===== config.mk =====
export PLATFORM = sky130hd
export DESIGN_NAME = lco_ctrl
export DESIGN_NICKNAME = d
export VERILOG_FILES = /design/src/lco_pkg.sv /design/src/lco_ctrl.sv
export SDC_FILE = /design/constraint.sdc
export NUM_CORES = 1
export LEC_CHECK = 0
export ABC_AREA = 0
export BUFFER_PORTS_ARGS = -buffer_cell sky130_fd_sc_hd__buf_2
export CAP_MARGIN = 20
export CORE_MARGIN = 4
export CORE_UTILIZATION = 35
export CTS_BUF_LIST = sky130_fd_sc_hd__clkbuf_4 sky130_fd_sc_hd__clkbuf_8
export CTS_CLUSTER_DIAMETER = 60
export DETAILED_ROUTE_END_ITERATION = 10
export GPL_TIMING_DRIVEN = 0
export SLEW_MARGIN = 20
export SYNTH_ARGS = -nofsm -noshare
export SYNTH_HDL_FRONTEND = slang
export SYNTH_SLANG_ARGS = --single-unit

===== constraint.sdc =====
create_clock -name clk -period 6.05 [get_ports clk]
set_input_delay 0.9075 -clock clk [delete_from_list [all_inputs] [get_ports clk]]
set_output_delay 0.9075 -clock clk [all_outputs]
set_load 0.05 [all_outputs]

===== src/lco_pkg.sv =====
// How it works
// - bits 2:0 pick overdrive of nominal plus 12.5 percent times (code plus one), 12.50 to 100.00 percent.
// - while overdrive is active the current target is nominal raised by the selected percentage, e.g. 101 gives +75.
// - bit 3 enables overdrive, ORed with the request pin; with both low the lamp runs at nominal current.
// - bits 7:4 select the timeout; zero disables it, N gives N times 2^22 lamp cycles.
package lco_pkg;
  // ****************************************
  // register map
  // ****************************************
  localparam logic [7:0] LCO_CTRL_ADDR = 8'h00;
  localparam logic [7:0] LCO_STAT_ADDR = 8'h01;
  localparam logic [7:0] LCO_CTRL_RESET = 8'h00;
  localparam int LCO_LEVEL_LSB = 0;
  localparam int LCO_LEVEL_W = 3;
  localparam int LCO_EN_BIT = 3;
  localparam int LCO_TO_LSB = 4;
  localparam int LCO_TO_W = 4;
  localparam int LCO_TO_SHIFT = 22;
  // level step is 12.5 percent, i.e. one eighth: target = nominal * (8 + code + 1) / 8
  localparam int LCO_STEP_DIV = 8;
  localparam int LCO_PCT_W = 4;

  typedef struct packed {
    logic [3:0] timeout;
    logic enable;
    logic [2:0] level;
  } lco_ctrl_t;

  typedef struct packed {
    logic [7:0] addr;
    logic [7:0] wdata;
    logic wr;
    logic rd;
  } lco_bus_req_t;
endpackage


===== src/lco_ctrl.sv =====
`timescale 1ns/1ps
module lco_ctrl #(
  parameter int CNT_W = 26,
  parameter int TO_SHIFT = lco_pkg::LCO_TO_SHIFT
) (
  input wire logic clk,
  input wire logic rst,
  input wire lco_pkg::lco_bus_req_t bus_req,
  output logic [7:0] rdata_q,
  input wire logic overdrive_request_pin,
  input wire logic lamp_tick,
  output logic overdrive_active_q,
  output logic [3:0] overdrive_eighths_q
);
  // refuse a counter that cannot hold fifteen timeout units
  if (TO_SHIFT < 1 || CNT_W < TO_SHIFT + lco_pkg::LCO_TO_W) begin : g_bad_width
    $error("lco_ctrl: counter too narrow for timeout");
  end

  // ****************************************
  // register
  // ****************************************
  lco_pkg::lco_ctrl_t ctrl_q;
  logic timed_out_q;
  wire ctrl_hit = bus_req.wr && bus_req.addr == lco_pkg::LCO_CTRL_ADDR;
  wire [7:0] rd_mux = (bus_req.addr == lco_pkg::LCO_CTRL_ADDR) ? ctrl_q :
                      (bus_req.addr == lco_pkg::LCO_STAT_ADDR) ? {6'h00, timed_out_q, overdrive_active_q} : 8'h00;

  always_ff @(posedge clk or posedge rst) begin
    if (rst) begin
      ctrl_q <= lco_pkg::LCO_CTRL_RESET;
    end else if (ctrl_hit) begin
      ctrl_q <= bus_req.wdata;
    end
  end

  always_ff @(posedge clk or posedge rst) begin
    if (rst) begin
      rdata_q <= 8'h00;
    end else begin
      rdata_q <= bus_req.rd ? rd_mux : 8'h00;
    end
  end

  // ****************************************
  // overdrive and timeout
  // ****************************************
  logic [CNT_W-1:0] cnt_q;

  function automatic logic [3:0] eighths_of(input logic [2:0] code);
    return 4'(code) + 4'h1;
  endfunction
  wire request = ctrl_q.enable | overdrive_request_pin;
  // N * 2^shift; zero code never compared since timeout disabled
  wire [CNT_W-1:0] limit = CNT_W'({ctrl_q.timeout, {TO_SHIFT{1'b0}}});
  wire to_on = ctrl_q.timeout != 4'h0;
  wire expire = to_on && overdrive_active_q && lamp_tick && (cnt_q + CNT_W'(1) >= limit);
  wire [3:0] eighths_d = request && !timed_out_q ? eighths_of(ctrl_q.level) : 4'h0;

  always_ff @(posedge clk or posedge rst) begin
    if (rst) begin
      timed_out_q <= 1'h0;
    end else if (expire) begin
      // set wins over a request drop in the same cycle
      timed_out_q <= 1'h1;
    end else if (!request) begin
      timed_out_q <= 1'h0;
    end
  end

  always_ff @(posedge clk or posedge rst) begin
    if (rst) begin
      cnt_q <= '0;
    end else if (!overdrive_active_q || expire) begin
      cnt_q <= '0;
    end else if (lamp_tick) begin
      cnt_q <= cnt_q + CNT_W'(1);
    end
  end

  always_ff @(posedge clk or posedge rst) begin
    if (rst) begin
      overdrive_active_q <= 1'b0;
      overdrive_eighths_q <= 4'h0;
    end else begin
      overdrive_active_q <= request && !timed_out_q && !expire;
      overdrive_eighths_q <= expire ? 4'h0 : eighths_d;
    end
  end

  // ****************************************
  // checks
  // ****************************************
  property p_level;
    @(posedge clk) disable iff (rst) (request && !timed_out_q && !expire)
      |=> overdrive_eighths_q == eighths_of($past(ctrl_q.level));
  endproperty
  a_level: assert property (p_level) else $error("overdrive level wrong");

  property p_nominal;
    @(posedge clk) disable iff (rst) !overdrive_active_q |-> overdrive_eighths_q == 4'h0;
  endproperty
  a_nominal: assert property (p_nominal) else $error("overdrive without active");

  property p_idle;
    @(posedge clk) disable iff (rst) !request |=> !overdrive_active_q;
  endproperty
  a_idle: assert property (p_idle) else $error("active with no request");

  property p_pin;
    @(posedge clk) disable iff (rst) (overdrive_request_pin && !timed_out_q && !expire) |=> overdrive_active_q;
  endproperty
  a_pin: assert property (p_pin) else $error("pin did not start overdrive");

  property p_noto;
    @(posedge clk) disable iff (rst) !to_on |-> !expire;
  endproperty
  a_noto: assert property (p_noto) else $error("timeout while disabled");

  property p_expire;
    @(posedge clk) disable iff (rst) expire |=> !overdrive_active_q && timed_out_q;
  endproperty
  a_expire: assert property (p_expire) else $error("timeout did not end overdrive");

  property p_hold;
    @(posedge clk) disable iff (rst) (timed_out_q && request) |=> !overdrive_active_q;
  endproperty
  a_hold: assert property (p_hold) else $error("overdrive resumed without new request");

  property p_write;
    @(posedge clk) disable iff (rst) ctrl_hit |=> ctrl_q == $past(bus_req.wdata);
  endproperty
  a_write: assert property (p_write) else $error("control write lost");

  // ****************************************
  // register port checks
  // ****************************************
  property p_rdata_idle;
    @(posedge clk) disable iff (rst)
      !bus_req.rd
      |=> rdata_q == 8'h00;
  endproperty
  a_rdata_idle: assert property (p_rdata_idle) else $error("read data outside read slot");

  property p_rdata_ctrl;
    @(posedge clk) disable iff (rst)
      bus_req.rd && bus_req.addr == lco_pkg::LCO_CTRL_ADDR
      |=> rdata_q == $past(ctrl_q);
  endproperty
  a_rdata_ctrl: assert property (p_rdata_ctrl) else $error("control read back wrong");

  property p_rdata_stat;
    @(posedge clk) disable iff (rst)
      bus_req.rd && bus_req.addr == lco_pkg::LCO_STAT_ADDR
      |=> rdata_q == {6'h00, $past(timed_out_q), $past(overdrive_active_q)};
  endproperty
  a_rdata_stat: assert property (p_rdata_stat) else $error("status read back wrong");

  property p_rdata_unmapped;
    @(posedge clk) disable iff (rst)
      bus_req.rd && bus_req.addr != lco_pkg::LCO_CTRL_ADDR && bus_req.addr != lco_pkg::LCO_STAT_ADDR
      |=> rdata_q == 8'h00;
  endproperty
  a_rdata_unmapped: assert property (p_rdata_unmapped) else $error("unmapped read not zero");

  property p_ctrl_keep;
    @(posedge clk) disable iff (rst)
      !ctrl_hit
      |=> ctrl_q == $past(ctrl_q);
  endproperty
  a_ctrl_keep: assert property (p_ctrl_keep) else $error("control changed without write");

  property p_stat_nowrite;
    @(posedge clk) disable iff (rst)
      bus_req.wr && bus_req.addr == lco_pkg::LCO_STAT_ADDR
      |=> ctrl_q == $past(ctrl_q);
  endproperty
  a_stat_nowrite: assert property (p_stat_nowrite) else $error("status write reached control");

  property p_rd_no_change;
    @(posedge clk) disable iff (rst)
      bus_req.rd
      |=> ctrl_q == $past(ctrl_q);
  endproperty
  a_rd_no_change: assert property (p_rd_no_change) else $error("read altered control");

  // ****************************************
  // level and request checks
  // ****************************************
  property p_eighths_range;
    @(posedge clk) disable iff (rst)
      1'h1
      |-> overdrive_eighths_q <= 4'(lco_pkg::LCO_STEP_DIV);
  endproperty
  a_eighths_range: assert property (p_eighths_range) else $error("overdrive above full scale");

  property p_active_eighths;
    @(posedge clk) disable iff (rst)
      overdrive_active_q
      |-> overdrive_eighths_q != 4'h0;
  endproperty
  a_active_eighths: assert property (p_active_eighths) else $error("active at nominal level");

  property p_eighths_stable;
    @(posedge clk) disable iff (rst)
      overdrive_active_q && request && !expire && !$past(ctrl_hit)
      |=> $stable(overdrive_eighths_q);
  endproperty
  a_eighths_stable: assert property (p_eighths_stable) else $error("level moved without write");

  property p_enable_bit;
    @(posedge clk) disable iff (rst)
      ctrl_q.enable && !timed_out_q && !expire
      |=> overdrive_active_q;
  endproperty
  a_enable_bit: assert property (p_enable_bit) else $error("enable bit did not start overdrive");

  property p_idle_level;
    @(posedge clk) disable iff (rst)
      !request
      |=> overdrive_eighths_q == 4'h0;
  endproperty
  a_idle_level: assert property (p_idle_level) else $error("raised level with no request");

  property p_active_rise;
    @(posedge clk) disable iff (rst)
      $rose(overdrive_active_q)
      |-> $past(request);
  endproperty
  a_active_rise: assert property (p_active_rise) else $error("overdrive rose without request");

  property p_active_hold;
    @(posedge clk) disable iff (rst)
      overdrive_active_q && request && !expire
      |=> overdrive_active_q;
  endproperty
  a_active_hold: assert property (p_active_hold) else $error("overdrive dropped early");

  // ****************************************
  // timeout checks
  // ****************************************
  property p_to_off_flag;
    @(posedge clk) disable iff (rst)
      !to_on && !timed_out_q
      |=> !timed_out_q;
  endproperty
  a_to_off_flag: assert property (p_to_off_flag) else $error("timed out while disabled");

  property p_cnt_idle;
    @(posedge clk) disable iff (rst)
      !overdrive_active_q
      |=> cnt_q == '0;
  endproperty
  a_cnt_idle: assert property (p_cnt_idle) else $error("counter ran while nominal");

  property p_cnt_hold;
    @(posedge clk) disable iff (rst)
      overdrive_active_q && !lamp_tick
      |=> cnt_q == $past(cnt_q);
  endproperty
  a_cnt_hold: assert property (p_cnt_hold) else $error("counter moved without tick");

  property p_cnt_step;
    @(posedge clk) disable iff (rst)
      overdrive_active_q && lamp_tick && !expire
      |=> cnt_q == $past(cnt_q) + CNT_W'(1);
  endproperty
  a_cnt_step: assert property (p_cnt_step) else $error("counter missed a tick");

  property p_cnt_expire;
    @(posedge clk) disable iff (rst)
      expire
      |=> cnt_q == '0;
  endproperty
  a_cnt_expire: assert property (p_cnt_expire) else $error("counter kept after timeout");

  property p_drop;
    @(posedge clk) disable iff (rst)
      expire
      |=> overdrive_eighths_q == 4'h0;
  endproperty
  a_drop: assert property (p_drop) else $error("level kept after timeout");

  property p_to_cause;
    @(posedge clk) disable iff (rst)
      $rose(timed_out_q)
      |-> $past(expire);
  endproperty
  a_to_cause: assert property (p_to_cause) else $error("timeout flag without expiry");

  property p_flag_stays;
    @(posedge clk) disable iff (rst)
      timed_out_q && request
      |=> timed_out_q;
  endproperty
  a_flag_stays: assert property (p_flag_stays) else $error("timeout flag lost under request");

  property p_rearm;
    @(posedge clk) disable iff (rst)
      !request && !expire
      |=> !timed_out_q;
  endproperty
  a_rearm: assert property (p_rearm) else $error("request drop did not re-arm");

  property p_nominal_after_to;
    @(posedge clk) disable iff (rst)
      timed_out_q && request
      |=> overdrive_eighths_q == 4'h0;
  endproperty
  a_nominal_after_to: assert property (p_nominal_after_to) else $error("raised level after timeout");

  c_active: cover property (@(posedge clk) disable iff (rst) $rose(overdrive_active_q));
  c_expire: cover property (@(posedge clk) disable iff (rst) expire);
  c_full: cover property (@(posedge clk) disable iff (rst) overdrive_eighths_q == 4'h8);
  c_rearm: cover property (@(posedge clk) disable iff (rst) $fell(timed_out_q));
  c_pin: cover property (@(posedge clk) disable iff (rst) overdrive_request_pin && !ctrl_q.enable && overdrive_active_q);
endmodule


==> impl_results.md <==
- Setup WS post-layout: 1.11 ns
- Relative slew margins: 0.445
- CP required: 6.29 ns
- Yosys reg bits: 48
- CTS Buf Count: 5
- Global route overflow: 0
- CTS HTree Levels: 2
- Hold Fails Final Rpt: 0
- Total GRT Usage: 0.148
- Core area: 8300 um2
- Maximum clock frequency: 0.203 GHz
- Worst hold path type: flip-flop to flip-flop
- Rows: 33
- Top cells by area, synth: dfrtp_1 40%, nand2_1 6.5%, o221ai_2 4.5%
- CTS tree: done
- Die W: 101 um
- Pre-CTS WS: 1.21 ns
- Synth Instances: 327
- Synth warn: 0
- DP HPWL: 5.22 mm
- Via count: 2577
- Status: complete, no violations
- Number of global-route vias before repair: 2557
- RSZ-0062 raised after global routing: false
- Reg-to-reg setup timing slack: 1.11 ns
- CP Data Arrival Time: 5.18 ns
- Max-cap violations: 0
- Drt drc: 0
- Most numerous cell in the Yosys netlist: nand2_1
- Reg2reg start: cnt_q[0]$_DFFE_PP0P_
- Later-pin clock latency in the skew report: 0.31 ns
- Final number of setup-violating endpoints: 0
- Total design power: 0.657 mW
- Worst setup SP type: flip-flop
- Minimum clock period: 4.94 ns
- DRT iter0 DRCs: 122
- CP Class: flip-flop to flip-flop
- Post-synth EDFFs: 0
- Maximum root-to-sink buffer count: 2
- Post-synthesis cell area: 3010 um2
- Setup bufs post-CTS: 0
- First-pass GRT wire length: 12.1 mm
- Ant. Diodes: 0
- Routed wire length: 7.10 mm
- Syn avg cell area: 9.19 um2
- HP Start: cnt_q[25]$_DFFE_PP0P_
- Distinct cells, synth: 53
- Fin util: 0.414
- Clock Skews: 0.0113 ns
- Reg-to-Reg End: cnt_q[6]$_DFFE_PP0P_
- Post-synth top cells: 52 x nand2_1, 48 x dfrtp_1, 27 x nor2_1
- CP endpoint kind: flip-flop
- Routability cong.: 0.869
- Largest net degree at the start of global routing: 35
- Max VDD drop: 113 uV
- Die height: 101 um
- Pre-antenna DRT Iters: 4
- Post-synth top area share: 0.400
- Leak Pwr: 1.58 nW
- Vias per cell: 5.44
- Actual slew at the worst max-slew pin: 0.832 ns
- CP max FO: 10
- Hold endpoint: cnt_q[25]$_DFFE_PP0P_
- IO Count: 35
- Cts repair resizes: 0
- Post-Syn Nets: 356
- Initial core utilization: 0.362
- Share of cells above drive strength 1: 0.203
- Tcrit/Tclk final: 0.816
- Cell taking the most area after synthesis: dfrtp_1
- Antenna-violating nets left: 0
- Main synth FF type: dfrtp_1
- Hold depth: 2
- IO buf count: 33
- FF-to-FF path depth: 16
- Post-DR wirelength/cell: 15.0 um
- Hold buffers post-CTS: 0
- Initial antenna violation count: 0
- Die area: 10100 um2
- Final Max Slew Viols: 0
- Post-synth ARST share: 1.00
- Pwr Density: 191 nW/um2
- Layout Nets: 397
- Clk slew on worst S/H paths: 0.09 ns
- Num Clock Sinks: 48
- Hold WS: 0.520 ns
- Fin Setup TNS: 0 ns
- Area Overhead vs Synth: 14.4%
- Register area share after synthesis: 0.400
- Root Buffer: clkbuf_8
==> critical path, cell delays in order (launching register included) <==
cell and delay [ns]:
dfrtp_1 0.48, ha_1 0.28, nand2_1 0.23, nor4_1 0.44, nand3_1 0.22, nor2_1 0.23
and3_1 0.20, xor2_1 0.23, ha_1 0.28, o21ai_0 0.08, nand2b_1 0.07, a21oi_1 0.49
o21a_1 0.20, clkbuf_1 0.43, buf_1 0.66, o221ai_1 0.25, nand2_1 0.11
==> routing by layer <==
metal	global-route usage	vias to the layer above	routed length, um
met5	0	-	0
met4	0.0487	0	108
met3	0.0242	10	305
met2	0.255	50	3540
met1	0.188	1255	3150
li1	-	1262	-
==> how the worst max path moves through the flow <==
| stage | cells past startpoint | to | slack, ns | start |
|---|---|---|---|---|
| finish | 16 | cnt_q[6]$_DFFE_PP0P_ | 1.11 | cnt_q[0]$_DFFE_PP0P_ |
| CTS | 16 | cnt_q[6]$_DFFE_PP0P_ | 1.15 | cnt_q[0]$_DFFE_PP0P_ |
| detailed placement | 16 | cnt_q[6]$_DFFE_PP0P_ | 1.21 | cnt_q[0]$_DFFE_PP0P_ |
| floorplan | 16 | cnt_q[6]$_DFFE_PP0P_ | 2.18 | cnt_q[0]$_DFFE_PP0P_ |
| global route | 16 | cnt_q[6]$_DFFE_PP0P_ | 0.75 | cnt_q[0]$_DFFE_PP0P_ |
| global placement | 16 | cnt_q[6]$_DFFE_PP0P_ | 1.30 | cnt_q[0]$_DFFE_PP0P_ |
==> flip-flops by register name, summed over array words and instances (netlist names) <==
register	flops
cnt_q	26
ctrl_q	8
rdata_q	8
overdrive_eighths_q	4
overdrive_active_q	1
timed_out_q	1
==> power breakdown <==
group          total, mW  switching [mW]  leakage (nW)  internal [mW]
clock network      0.242           0.118        0.0583          0.125
logic             0.0805          0.0562         0.854         0.0242
registers          0.335         0.00731         0.664          0.327
total              0.657           0.181          1.58          0.476
==> per-stage QoR <==
step	cells	instance area (um2)
floorplan	327	3010
global placement	465	3300
detailed placement	466	3320
CTS	474	3440
global route	474	3440
finish	474	3440
==> cells in the final DEF, fill, tap and decap left out, types with 6 or more instances in the layout <==
master / synthesis / final
and2_1: 9 / 9
and3_1: 7 / 7
buf_2: 5 / 38
clkbuf_1: 13 / 13
dfrtp_1: 48 / 48
ha_1: 7 / 7
inv_1: 8 / 7
mux2_2: 8 / 8
nand2_1: 52 / 52
nand3_1: 10 / 10
nand4_1: 9 / 9
nor2_1: 27 / 27
nor2b_1: 6 / 6
nor3_1: 7 / 7
nor4_1: 6 / 6
o21ai_0: 8 / 8
o221ai_2: 9 / 9
xnor2_1: 10 / 10
==> logic make-up after synthesis <==
family | after synthesis | share of synthesized area
simple gates | 151 | 0.261
compound gates | 63 | 0.180
flops | 48 | 0.399
buf+inv | 32 | 0.0470
xor+xnor | 15 | 0.0437
mux | 11 | 0.0400
fa+ha+maj | 7 | 0.0291
==> final cells by class <==
type | instances | area [um2]
Fill cell | 817 | 4860
Multi-Input combinational cell | 247 | 1660
Sequential cell | 48 | 1200
Timing Repair Buffer | 34 | 185
Tap cell | 105 | 131
Buffer | 24 | 111
Clock buffer | 5 | 68.8
Clock inverter | 3 | 47.5
Inverter | 8 | 30.0
(Power assumes the default switching activity.)
